--- src/common/fsk_pkg.sv ---
package fsk_pkg;
    // Register indexes; the bus byte address is four times the index.
    localparam logic [15:0] IDX_WORK_OPT = 16'h1821;
    localparam logic [15:0] IDX_FLASH_CFG = 16'h1823;
    localparam logic [15:0] IDX_WORK_PROT = 16'h1824;
    localparam logic [15:0] IDX_SEC_STATUS = 16'h1830;
    localparam logic [15:0] IDX_KEY_BASE = 16'hFFB0;
    localparam logic [15:0] IDX_KEY_LAST = 16'hFFB7;
    localparam logic [15:0] IDX_NV_PROT = 16'hFFBD;
    localparam logic [15:0] IDX_NV_OPT = 16'hFFBF;
    // Field positions.
    localparam int OPT_KEY_ENABLE_BIT_BIT = 7;
    localparam int OPT_NORED_BIT = 6;
    localparam int CFG_KEY_WRITE_ACCESS_BIT = 5;
    localparam int PROT_DIS_BIT = 0;
    localparam int STAT_SECURED_BIT = 0;
    localparam int STAT_UNLOCK_BIT = 1;
    localparam int STAT_KEYFAIL_BIT = 2;
    localparam int STAT_REFUSED_BIT = 3;
    localparam int STAT_LOADED_BIT = 4;
    localparam int STAT_BLANK_BIT = 5;
    // Reset values; the option reset value keeps the part secured while loading.
    localparam logic [7:0] OPT_RESET = 8'h03;
    localparam logic [7:0] PROT_RESET = 8'hFF;
    localparam logic [7:0] CFG_RESET = 8'h00;
    localparam logic [1:0] SEC_UNSECURED = 2'h2;
    // Array command codes.
    localparam logic [7:0] CMD_BLANK = 8'h05;
    localparam logic [7:0] CMD_PROGRAM = 8'h20;
    localparam logic [7:0] CMD_BURST = 8'h25;
    localparam logic [7:0] CMD_PAGE_ERASE = 8'h40;
    localparam logic [7:0] CMD_MASS_ERASE = 8'h41;
    // Loader sequencing: eight key bytes, then protect byte, then option byte.
    localparam int KEY_BYTES = 8;
    localparam logic [3:0] LOAD_PROT_STEP = 4'h8;
    localparam logic [3:0] LOAD_LAST_STEP = 4'h9;

    typedef enum logic [1:0] {
        LD_FETCH = 2'b00,
        LD_DONE = 2'b01
    } fsk_load_state_type;

    function automatic logic fsk_is_secured(input logic [1:0] secField);
        return secField != SEC_UNSECURED;
    endfunction
endpackage

--- src/common/fsk_link_if.sv ---
`timescale 1ns/1ns
`default_nettype none
// Carries loaded array contents and the key comparison between the modules.
interface fsk_link_if;
    logic loadStrobe;
    logic loadDone;
    logic [63:0] storedKey;
    logic [7:0] storedProt;
    logic [7:0] storedOpt;
    logic [63:0] enteredKey;
    logic keyMatch;

    modport loader (
        output loadStrobe, loadDone, storedKey, storedProt, storedOpt
    );
    modport cmp (
        input storedKey, enteredKey,
        output keyMatch
    );
    modport top (
        input loadStrobe, loadDone, storedProt, storedOpt, keyMatch,
        output enteredKey
    );
endinterface
`default_nettype wire

--- src/design/fsk_key_compare.sv ---
`timescale 1ns/1ns
`default_nettype none
module fsk_key_compare (
    // Key pair to compare.
    fsk_link_if.cmp lnk
);
    logic [fsk_pkg::KEY_BYTES-1:0] byteEq;

    always_comb begin
        for (int i = 0; i < fsk_pkg::KEY_BYTES; i++) begin
            byteEq[i] = lnk.storedKey[i*8 +: 8] == lnk.enteredKey[i*8 +: 8];
        end
    end

    // A single differing byte is enough to refuse the key.
    assign lnk.keyMatch = &byteEq;
endmodule
`default_nettype wire

--- src/design/fsk_nv_loader.sv ---
`timescale 1ns/1ns
`default_nettype none
module fsk_nv_loader (
    // Clock and reset.
    input wire logic ref_clk,
    input wire logic reset,
    // Array read port.
    output logic nvRdReq,
    output logic [15:0] nvRdAddr,
    input wire logic [7:0] nvRdData,
    input wire logic nvRdValid,
    // Loaded contents.
    fsk_link_if.loader lnk
);
    fsk_pkg::fsk_load_state_type state_q;
    logic [3:0] step_q;
    logic [7:0] keyMem [fsk_pkg::KEY_BYTES];
    logic [7:0] prot_q;
    logic [7:0] opt_q;
    logic strobe_q;
    logic gotByte;

    assign nvRdAddr = (step_q == fsk_pkg::LOAD_LAST_STEP) ? fsk_pkg::IDX_NV_OPT :
        (step_q == fsk_pkg::LOAD_PROT_STEP) ? fsk_pkg::IDX_NV_PROT :
        fsk_pkg::IDX_KEY_BASE + {13'h0000, step_q[2:0]};
    assign nvRdReq = state_q == fsk_pkg::LD_FETCH;
    assign gotByte = nvRdReq & nvRdValid;

    always_ff @(posedge ref_clk) begin
        if (reset) begin
            state_q <= fsk_pkg::LD_FETCH;
            step_q <= 4'h0;
            prot_q <= fsk_pkg::PROT_RESET;
            opt_q <= fsk_pkg::OPT_RESET;
            strobe_q <= 1'b0;
        end else begin
            strobe_q <= gotByte & (step_q == fsk_pkg::LOAD_LAST_STEP);
            if (gotByte & (step_q == fsk_pkg::LOAD_PROT_STEP)) prot_q <= nvRdData;
            if (gotByte & (step_q == fsk_pkg::LOAD_LAST_STEP)) opt_q <= nvRdData;
            if (gotByte & (step_q == fsk_pkg::LOAD_LAST_STEP)) begin
                state_q <= fsk_pkg::LD_DONE;
            end else if (gotByte) begin
                step_q <= step_q + 4'h1;
            end
        end
    end

    // Key storage is plain data and needs no reset.
    always_ff @(posedge ref_clk) begin
        if (gotByte & ~step_q[3]) keyMem[step_q[2:0]] <= nvRdData;
    end

    always_comb begin
        for (int i = 0; i < fsk_pkg::KEY_BYTES; i++) begin
            lnk.storedKey[i*8 +: 8] = keyMem[i];
        end
    end

    assign lnk.storedProt = prot_q;
    assign lnk.storedOpt = opt_q;
    assign lnk.loadStrobe = strobe_q;
    assign lnk.loadDone = state_q == fsk_pkg::LD_DONE;
endmodule
`default_nettype wire

--- src/design/fsk_security_unit.sv ---
`timescale 1ns/1ns
`default_nettype none
module fsk_security_unit (
    // Clock and reset.
    input wire logic ref_clk,
    input wire logic reset,
    // Wishbone classic slave.
    input wire logic wb_cyc_i,
    input wire logic wb_stb_i,
    input wire logic wb_we_i,
    input wire logic [17:0] wb_adr_i,
    input wire logic [31:0] wb_dat_i,
    input wire logic [3:0] wb_sel_i,
    output logic [31:0] wb_dat_o,
    output logic wb_ack_o,
    // Origin of the current bus access.
    input wire logic busFromDebug,
    input wire logic busCodeSecure,
    // Nonvolatile array read port.
    output logic nvRdReq,
    output logic [15:0] nvRdAddr,
    input wire logic [7:0] nvRdData,
    input wire logic nvRdValid,
    // RAM access gate.
    input wire logic ramReq,
    input wire logic ramFromDebug,
    input wire logic ramFromSecureCode,
    output logic ramAllow,
    // Background debug array command check.
    input wire logic dbgCmdValid,
    input wire logic [7:0] dbgCmdCode,
    output logic dbgCmdAccept,
    output logic dbgCmdAccessErr,
    // Results reported by the array command engine.
    input wire logic massEraseDone,
    input wire logic blankCheckPass,
    // Working options toward the array.
    output logic securedOut,
    output logic [6:0] protectStartField,
    output logic protectDisableBit,
    output logic vectorRedirectDisable
);
    fsk_link_if lnk();

    // Array loader and key comparator.
    fsk_nv_loader uLoader (
        .ref_clk(ref_clk),
        .reset(reset),
        .nvRdReq(nvRdReq),
        .nvRdAddr(nvRdAddr),
        .nvRdData(nvRdData),
        .nvRdValid(nvRdValid),
        .lnk(lnk.loader)
    );

    fsk_key_compare uCompare (
        .lnk(lnk.cmp)
    );

    // Working and status state.
    logic [7:0] workingOption_q;
    logic [7:0] workingProtect_q;
    logic keyWriteAccess_q;
    logic [7:0] keyByte_q [fsk_pkg::KEY_BYTES];
    logic [fsk_pkg::KEY_BYTES-1:0] keyWritten_q;
    logic keyUnlocked_q;
    logic keyFail_q;
    logic keyFail_d;
    logic keyRefused_q;
    logic keyRefused_d;
    logic massErased_q;
    logic blankUnsecured_q;
    logic ack_q;
    logic [7:0] rdData_q;
    logic [7:0] rdData_d;
    logic dbgAccept_q;
    logic dbgErr_q;

    // Bus decode; one aligned word per byte-wide register.
    wire logic [15:0] regIndex = wb_adr_i[17:2];
    wire logic busReq = wb_cyc_i & wb_stb_i;
    wire logic busTake = busReq & ack_q;
    wire logic busWr = busTake & wb_we_i & wb_sel_i[0];
    wire logic hitOpt = regIndex == fsk_pkg::IDX_WORK_OPT;
    wire logic hitCfg = regIndex == fsk_pkg::IDX_FLASH_CFG;
    wire logic hitProt = regIndex == fsk_pkg::IDX_WORK_PROT;
    wire logic hitStat = regIndex == fsk_pkg::IDX_SEC_STATUS;
    wire logic hitNvProt = regIndex == fsk_pkg::IDX_NV_PROT;
    wire logic hitNvOpt = regIndex == fsk_pkg::IDX_NV_OPT;
    wire logic hitKey = (regIndex >= fsk_pkg::IDX_KEY_BASE)
        & (regIndex <= fsk_pkg::IDX_KEY_LAST);
    wire logic [2:0] keySlot = regIndex[2:0];
    wire logic [7:0] wrByte = wb_dat_i[7:0];

    // Security state; the field decode lives in the package function.
    wire logic keyEnabled = workingOption_q[fsk_pkg::OPT_KEY_ENABLE_BIT_BIT];
    wire logic fieldSecured = fsk_pkg::fsk_is_secured(workingOption_q[1:0]);
    wire logic secured = fieldSecured & ~keyUnlocked_q & ~blankUnsecured_q;

    // Key entry from trusted code only.
    wire logic trustedWriter = ~busFromDebug & busCodeSecure;
    wire logic cfgWrite = busWr & hitCfg;
    wire logic newKeyAccess = wrByte[fsk_pkg::CFG_KEY_WRITE_ACCESS_BIT];
    wire logic keyAccessSet = cfgWrite & newKeyAccess & trustedWriter & keyEnabled;
    wire logic keyAccessEnd = cfgWrite & ~newKeyAccess & keyWriteAccess_q;
    wire logic keyByteWr = busWr & hitKey & keyWriteAccess_q & trustedWriter;
    wire logic keyRefusedNow = busWr & busFromDebug & (hitKey | (hitCfg & newKeyAccess));
    wire logic keyPass = keyAccessEnd & keyEnabled & (&keyWritten_q) & lnk.keyMatch;
    wire logic keyFailNow = keyAccessEnd & ~keyPass;

    // Debug command classification.
    wire logic cmdBlank = dbgCmdCode == fsk_pkg::CMD_BLANK;
    wire logic cmdMass = dbgCmdCode == fsk_pkg::CMD_MASS_ERASE;
    wire logic cmdKnown = cmdBlank | cmdMass | (dbgCmdCode == fsk_pkg::CMD_PROGRAM)
        | (dbgCmdCode == fsk_pkg::CMD_BURST) | (dbgCmdCode == fsk_pkg::CMD_PAGE_ERASE);
    wire logic cmdRefused = ~cmdKnown | (secured & ~(cmdBlank | cmdMass));

    // Status write-one-to-clear masks for the sticky key flags.
    wire logic statWr = busWr & hitStat;
    wire logic clrKeyFail = statWr & wrByte[fsk_pkg::STAT_KEYFAIL_BIT];
    wire logic clrRefused = statWr & wrByte[fsk_pkg::STAT_REFUSED_BIT];

    // A new event wins over a clear issued in the same cycle.
    assign keyFail_d = keyFailNow | (keyFail_q & ~clrKeyFail);
    assign keyRefused_d = keyRefusedNow | (keyRefused_q & ~clrRefused);

    // Entered key bytes go to the comparator.
    always_comb begin
        for (int i = 0; i < fsk_pkg::KEY_BYTES; i++) begin
            lnk.enteredKey[i*8 +: 8] = keyByte_q[i];
        end
    end

    // Read data select; unmapped indexes read as zero.
    always_comb begin
        rdData_d = 8'h00;
        if (hitOpt) rdData_d = workingOption_q;
        if (hitCfg) rdData_d = {2'h0, keyWriteAccess_q, 5'h00};
        if (hitProt) rdData_d = workingProtect_q;
        if (hitNvProt) rdData_d = lnk.storedProt;
        if (hitNvOpt) rdData_d = lnk.storedOpt;
        if (hitStat) begin
            rdData_d[fsk_pkg::STAT_SECURED_BIT] = secured;
            rdData_d[fsk_pkg::STAT_UNLOCK_BIT] = keyUnlocked_q;
            rdData_d[fsk_pkg::STAT_KEYFAIL_BIT] = keyFail_q;
            rdData_d[fsk_pkg::STAT_REFUSED_BIT] = keyRefused_q;
            rdData_d[fsk_pkg::STAT_LOADED_BIT] = lnk.loadDone;
            rdData_d[fsk_pkg::STAT_BLANK_BIT] = blankUnsecured_q;
        end
    end

    // Bus answer: ack one cycle after the request is seen, dropped after one cycle.
    always_ff @(posedge ref_clk) begin
        if (reset) begin
            ack_q <= 1'b0;
            rdData_q <= 8'h00;
        end else begin
            ack_q <= busReq & ~ack_q;
            if (busReq & ~ack_q) rdData_q <= rdData_d;
        end
    end

    assign wb_ack_o = ack_q;
    assign wb_dat_o = {24'h000000, rdData_q};

    // Working option register is read-only and only the loader fills it.
    // reload on reset.
    always_ff @(posedge ref_clk) begin
        if (reset) begin
            workingOption_q <= fsk_pkg::OPT_RESET;
        end else if (lnk.loadStrobe) begin
            workingOption_q <= lnk.storedOpt;
        end
    end

    // Working protect register: loaded at reset, then software may adjust it.
    // protect copy.
    always_ff @(posedge ref_clk) begin
        if (reset) begin
            workingProtect_q <= fsk_pkg::PROT_RESET;
        end else if (lnk.loadStrobe) begin
            workingProtect_q <= lnk.storedProt;
        end else if (busWr & hitProt) begin
            workingProtect_q <= wrByte;
        end
    end

    // Key write access opens only for trusted code with the key enabled.
    // access window.
    always_ff @(posedge ref_clk) begin
        if (reset) begin
            keyWriteAccess_q <= fsk_pkg::CFG_RESET[fsk_pkg::CFG_KEY_WRITE_ACCESS_BIT];
            keyWritten_q <= '0;
        end else if (keyAccessSet) begin
            keyWriteAccess_q <= 1'b1;
            keyWritten_q <= '0;
        end else if (keyAccessEnd) begin
            keyWriteAccess_q <= 1'b0;
        end else if (keyByteWr) begin
            keyWritten_q[keySlot] <= 1'b1;
        end
    end

    // Entered key bytes are data only; the written mask qualifies them.
    always_ff @(posedge ref_clk) begin
        if (keyByteWr) keyByte_q[keySlot] <= wrByte;
    end

    // Unlock lasts until the next reset; a failed key leaves security engaged.
    // key unlock.
    always_ff @(posedge ref_clk) begin
        if (reset) begin
            keyUnlocked_q <= 1'b0;
            keyFail_q <= 1'b0;
            keyRefused_q <= 1'b0;
        end else begin
            if (keyPass) keyUnlocked_q <= 1'b1;
            keyFail_q <= keyFail_d;
            keyRefused_q <= keyRefused_d;
        end
    end

    // Erase then blank verify is the only way out without the key.
    // erase and verify.
    always_ff @(posedge ref_clk) begin
        if (reset) begin
            massErased_q <= 1'b0;
            blankUnsecured_q <= 1'b0;
        end else begin
            if (massEraseDone) massErased_q <= 1'b1;
            if (blankCheckPass & massErased_q) blankUnsecured_q <= 1'b1;
        end
    end

    // Debug command verdicts are registered one-cycle pulses.
    // access error flag.
    always_ff @(posedge ref_clk) begin
        if (reset) begin
            dbgAccept_q <= 1'b0;
            dbgErr_q <= 1'b0;
        end else begin
            dbgAccept_q <= dbgCmdValid & ~cmdRefused;
            dbgErr_q <= dbgCmdValid & cmdRefused;
        end
    end

    assign dbgCmdAccept = dbgAccept_q;
    assign dbgCmdAccessErr = dbgErr_q;

    // RAM gate is combinational so the core sees no extra wait state.
    // RAM blocking.
    assign ramAllow = ramReq & (~secured | (~ramFromDebug & ramFromSecureCode));

    // Working options toward the array; security stays engaged until loading ends.
    assign securedOut = secured;
    assign protectStartField = workingProtect_q[7:1];
    assign protectDisableBit = workingProtect_q[fsk_pkg::PROT_DIS_BIT];
    assign vectorRedirectDisable = workingOption_q[fsk_pkg::OPT_NORED_BIT];
endmodule
`default_nettype wire

--- config.mk ---
export PLATFORM = sky130hd
export DESIGN_NAME = fsk_security_unit
export DESIGN_NICKNAME = d
export VERILOG_FILES = /design/src/common/fsk_pkg.sv /design/src/common/fsk_link_if.sv /design/src/design/fsk_key_compare.sv /design/src/design/fsk_nv_loader.sv /design/src/design/fsk_security_unit.sv
export SDC_FILE = /design/constraint.sdc
export NUM_CORES = 1
export LEC_CHECK = 0
export ABC_CLOCK_PERIOD_IN_PS = 2150
export BUFFER_PORTS_ARGS = -buffer_cell sky130_fd_sc_hd__buf_2
export CAP_MARGIN = 25
export CORE_ASPECT_RATIO = 0.75
export CORE_MARGIN = 2
export CORE_UTILIZATION = 47
export DETAILED_ROUTE_END_ITERATION = 8
export PLACE_DENSITY = 0.72
export SYNTH_ARGS = -nofsm -noshare
export SYNTH_HDL_FRONTEND = slang
export SYNTH_HIERARCHICAL = 1
export SYNTH_SLANG_ARGS = --single-unit
--- constraint.sdc ---
create_clock -name ref_clk -period 2.15 [get_ports ref_clk]
set_input_delay 0.1075 -clock ref_clk [delete_from_list [all_inputs] [get_ports ref_clk]]
set_output_delay 0.1075 -clock ref_clk [all_outputs]
set_load 0.01 [all_outputs]
Yosys cells after proc, flatten, opt, wreduce, memory -nomap -nowiden. Memories as Yosys holds them, arrays and structs flattened. Index checks and enable logic that the tools add are counted.

Memories: 2. Bits in registers: 63. Input bits: 84. Bits in writable memories: 128.

Memory list: keyByte_q (depth 8, width 8, read ports 8, clocked after Yosys merged registers in 0, wr ports 1, RTL line fsk_security_unit.sv:64) `logic [7:0] keyByte_q [fsk_pkg::KEY_BYTES];`; uLoader.keyMem (depth 8, width 8, read ports 8, clocked after Yosys merged registers in 0, wr ports 1, RTL line fsk_nv_loader.sv:17) `logic [7:0] keyMem [fsk_pkg::KEY_BYTES];`.

Equal/unequal tests: 22. Reduce and logical (&&, ||, !) cells: 9. $lt $le $gt $ge: 4. Mux-type cells: 18. Bitwise operators: 67. $add $sub $neg: 2.

Operators with widths (count): == test 16 x 13 -> 1 bit, second input constant (4); == test 8 bit (8); 2-to-1 mux 8 bit (7); AND 1 bit (41); == test 16 bit, second input constant (2); 2-to-1 mux 16 bit (2); == test 8 x 6 -> 1 bit, second input constant (2); == test 8 x 7 -> 1 bit, second input constant (2); >= comparator 16 bit, second input constant (1); <= comparator 16 bit, second input constant (1); NOT 1 bit (16); AND reduction 8 bit (2); adder 8 x 4 -> 9 bit, first input constant (1); OR 1 bit (9); == test 4 bit, second input constant (2); == test 8 x 3 -> 1 bit, second input constant (1); OR 8 bit (1); 2-to-1 mux 1 bit (7); 2-to-1 mux 6 bit (1); adder 4 x 1 -> 4 bit, second input constant (1); less-than comparator 3 x 4 -> 1 bit, second input constant (1); AND reduction 2 bit (2); nonzero test 2 bit (2); demux 1 bit (select 3 bit) (1); 5 further kinds (5).

Depth between registers and ports, before layout.
Depth in word-level cells: 13. Mapped depth: 8.

Hierarchy. The synthesis kept the hierarchy.

Modules (own cells, without submodules): fsk_security_unit (instances 1, cells an instance 330, area each 4260.3 sq um); fsk_nv_loader (instances 1, cells an instance 175, area each 2979.1 sq um); fsk_key_compare (instances 1, cells an instance 85, area each 698.2 sq um).

Least setup slack after synthesis. OpenSTA, ideal clock, no wires.

Path kind: input-to-reg. Start point: input wb_adr_i[8]. End point: memory keyByte_q[0][0] (enable). Required time: 1.764 ns. Library setup time: 0.386 ns. Slack: 0.072 ns. Arrival: 1.693 ns. Cell stages on the path: 4. Path through: nand4b_1 > nor4_1 > nand4b_1 > nor3_1.

Word-level cells in the longest chain between the ends: 7. Elaborated cells on any way between the ends: 8. Those cells by class: order compare: 2; mux: 2; bitwise: 4.

Ends and longest elaborated chain: start: declaration (RTL line fsk_security_unit.sv:11) `input wire logic [17:0] wb_adr_i,`; >= comparator 16 bit or <= comparator 16 bit (tied branches) (RTL line fsk_security_unit.sv:90, fsk_security_unit.sv:91); AND 1 bit * (RTL line fsk_security_unit.sv:91) `& (regIndex <= fsk_pkg::IDX_KEY_LAST);`; AND 1 bit * (3 in series) (RTL line fsk_security_unit.sv:106) `wire logic keyByteWr = busWr & hitKey & keyWriteAccess_q & trustedWriter;`; 2-to-1 mux 1 bit * (RTL line fsk_security_unit.sv:206) `if (keyByteWr) keyByte_q[keySlot] <= wrByte;`; 2-to-1 mux 1 bit (not written as such) * (RTL line fsk_security_unit.sv:206); end: declaration (RTL line fsk_security_unit.sv:64).

Mark *: on every way between the ends. The rest lies on a longest branch, timed or not.

==> impl_metrics.env <==
export IMPL_status="finished, final reports clean"
export IMPL_nNetsFinal=793
export IMPL_avgSynthCellArea_um2=13.5
export IMPL_yosys_top_cells_area="edfxtp_1 48%, dfxtp_1 16%, xor2_1 7.2%"
export IMPL_gp_congestion=0.841
export IMPL_cp_common_cell="nor4_2"
export IMPL_peakVddDrop_v=0.000530
export IMPL_worst_pin_slew_ns=0.687
export IMPL_cts_tree="yes"
export IMPL_grt_ovfl_total=0
export IMPL_fp_dieW_um=154
export IMPL_rows=41
export IMPL_combPwrFrac=0.052
export IMPL_power_density_nw_per_um2=802
export IMPL_seq_area_frac_synth=0.643
export IMPL_clkPwrFrac=0.412
export IMPL_vias_per_cell=5.68
export IMPL_synth_edf_count=128
export IMPL_core_um2=16700
export IMPL_p_int_mw=5.72
export IMPL_area_growth_pct=16.7
export IMPL_drcViolationCount=0
export IMPL_synth_cells=590
export IMPL_crit_path_max_incr_delay_ns=0.38
export IMPL_drtPass1Iterations=5
export IMPL_netSwitchingFraction=0.230
export IMPL_clockRootBuffer="clkbuf_16"
export IMPL_p_leak_nw=3.47
export IMPL_grt_pass1_vias=4767
export IMPL_io_buffers=81
export IMPL_drt_wl_total_um=19000
export IMPL_drtAntennaViolNets=0
export IMPL_critical_path_class="flop to flop"
export IMPL_finalPower_mw=7.43
export IMPL_clkTransAtPathRegs_ns=0.07
export IMPL_arrival_ns=2.43
export IMPL_max_cap_viol_count=0
export IMPL_fp_dieH_um=117
export IMPL_rsz0062_at_grt="true"
export IMPL_finalSetupViolCount=0
export IMPL_dieArea_um2=18000
export IMPL_hpwlAfterDp_um=12800
export IMPL_cp_cell_sequence="xor2_1, nor4_2, buf_4, nand4_1, nor4_2, nand2_1, nor3_2, nand3b_1, a21oi_1"
export IMPL_async_flop_share=0
export IMPL_seqCellArea_um2=5110
export IMPL_utilization=0.555
export IMPL_antenna_cells=0
export IMPL_grt_pass1_wl_um=27700
export IMPL_place_ws_ns=-0.165
export IMPL_critPathBufInv=1
export IMPL_cts_buffers=17
export IMPL_io_pins=147
export IMPL_fill_cells=1357
export IMPL_worst_ep_required_time_ns=2.46
export IMPL_initial_core_util=0.476
export IMPL_post_synth_instance_area_um2=7940
export IMPL_vias=5307
export IMPL_yosys_cell_count_top_type="edfxtp_1"
export IMPL_postCtsSetupBuffers=0
export IMPL_crit_family="simple AND/OR/NAND/NOR gates"
export IMPL_antenna_found_initial=0
export IMPL_min_period_over_period=0.984
export IMPL_layout_drive_gt1_share=0.245
export IMPL_fin_crit_ns=2.12
export IMPL_drt_initial_drc_count=526
export IMPL_power_switching_mw=1.71
export IMPL_worst_slack_ns=0.0346
export IMPL_post_drt_wl_per_cell_um=20.4
export IMPL_htree_levels=4
export IMPL_synth_top_area_frac=0.484
export IMPL_worstSkewPairLatency_ns=0.43
export IMPL_cp_start_kind="flop"
export IMPL_clock_path_buffers=2
export IMPL_place_inst=896
export IMPL_drv_slew=0
export IMPL_fmax_mhz=473
export IMPL_synth_common_cells="128 x edfxtp_1, 65 x xor2_1, 63 x dfxtp_1, 40 x nor2_1, 38 x buf_4"
export IMPL_yosys_warnings=6
export IMPL_multi_input_area_um2=2570
export IMPL_p_seq_frac=0.536
export IMPL_cts_sinks=191
export IMPL_synthFlopType="edfxtp_1"
export IMPL_clock_skew_ns=0.0159
export IMPL_fin_cells=934
export IMPL_synth_seq_cells=191
export IMPL_hold_viol=0
export IMPL_yosysUniqueCellTypes=67
export IMPL_synth_largest_area_cell="edfxtp_1"
export IMPL_end_kind="flop"
export IMPL_grt_max_degree=29
export IMPL_max_slew_margin_rel=0.536
export IMPL_grt_util_all_layers=0.210
export IMPL_hold_class="primary input to flop"
export IMPL_path_max_fanout=2
export IMPL_cp_slowest_cell="edfxtp_1"
worst reg2reg max path, stage by stage, from the launching register on:
cell      delay (ns)
edfxtp_1        0.38
xor2_1          0.19
nor4_2          0.35
buf_4           0.17
nand4_1         0.12
nor4_2          0.34
nand2_1         0.11
nor3_2          0.16
nand3b_1        0.13
a21oi_1         0.07
layer usage:
| metal | up-vias | wire length (um) | global-route usage |
|---|---|---|---|
| li1 | 2365 | - | - |
| met1 | 2634 | 8590 | 0.310 |
| met2 | 273 | 8490 | 0.309 |
| met3 | 35 | 1620 | 0.0442 |
| met4 | 0 | 307 | 0.0748 |
| met5 | - | 0 | 0 |
cell type report:
cell class	instances	share of cell area
flip-flops and latches	191	0.551
multi-input cells	368	0.278
repair buffers	119	0.0762
clock buffers	17	0.0459
well taps	215	0.0290
clock inverters	15	0.0161
inverters	9	0.00365
logic make-up after synthesis:
| group | Yosys count | share of synthesized area |
|---|---|---|
| buffers and inverters | 64 | 0.0517 |
| DFF | 191 | 0.643 |
| and+or+nand+nor | 153 | 0.114 |
| AOI/OAI and AO/OA | 88 | 0.0831 |
| xor gates and xnor gates | 65 | 0.0717 |
| adders and majority gates | 3 | 0.00473 |
| other | 3 | 0.00142 |
| muxes | 23 | 0.0303 |
sequential cells by signal (all words and copies together) (netlist names), 4 cells and up:
register	count
keyByte_q	64
keyWritten_q	8
rdData_q	8
uLoader/keyMem	64
uLoader/lnk.storedOpt	8
uLoader/lnk.storedProt	8
uLoader/step_q	4
workingOption_q	8
workingProtect_q	8
stage by stage:
stage | setup TNS [ns] | hold WS (ns) | cell area (um^2)
2_1_floorplan | 0 | 0.206 | 8060
5_1_grt | -0.210 | 0.0228 | 9260
4_1_cts | -0.0217 | 0.0124 | 9260
3_5_place_dp | -0.266 | 0.334 | 8600
3_3_place_gp | -0.0403 | 0.312 | 8600
6_report | 0 | 0.0193 | 9260
power groups by stage:
stage	clock (mW)	sequential, mW	combinational [mW]
6_report	3.06	3.98	0.385
5_1_grt	3.25	3.98	0.416
4_1_cts	3.09	3.98	0.380
3_5_place_dp	0	4.06	0.368
3_3_place_gp	0	4.06	0.355
2_1_floorplan	0	4.06	0.231
layout by cell type (no fill, tap or decap), drive strengths merged, types with 3 or more instances in the layout:
master | Yosys | layout
edfxtp | 128 | 128
buf | 42 | 113
xor2 | 65 | 65
dfxtp | 63 | 63
nor2 | 40 | 40
conb | 3 | 36
nor4 | 20 | 20
clkbuf | 13 | 17
inv | 9 | 17
nand2b | 16 | 16
a21oi | 16 | 16
mux2i | 15 | 15
a211o | 11 | 11
nand2 | 11 | 11
nand4 | 10 | 10
o21a | 10 | 10
o21ai | 10 | 10
and3 | 9 | 9
nand3 | 8 | 8
a22oi | 8 | 8
mux2 | 8 | 8
nor2b | 7 | 7
dlygate4sd3 | 0 | 6
a22o | 6 | 6
or4 | 6 | 6
a211oi | 5 | 5
nor3 | 5 | 5
o221ai | 5 | 5
or2 | 4 | 4
o22a | 4 | 4
clkinv | 0 | 4
nand4b | 3 | 3
nand3b | 3 | 3
ha | 3 | 3
path summary, 6_finish.rpt:
kind	startpoint	endpoint	slack [ns]	cells past startpoint
hold reg to reg	rdData_q[6]	rdData_q[6]	0.46	2
setup reg to reg	keyByte_q[6][2]	keyFail_q	0.03	9
hold / removal	wb_dat_i[6]	keyByte_q[5][6]	0.02	1
setup / recovery	keyByte_q[6][2]	keyFail_q	0.03	9
repair_timing:
item / 4_1_cts / 5_1_grt
pin swaps: 0 / 4
setup endpoints to repair: 4 / 4
gates resized for setup: 5 / 1
hold buffers: 6 / 0
endpoints found under the hold margin: 5 / 0
Power figures use the tool's default switching activity.
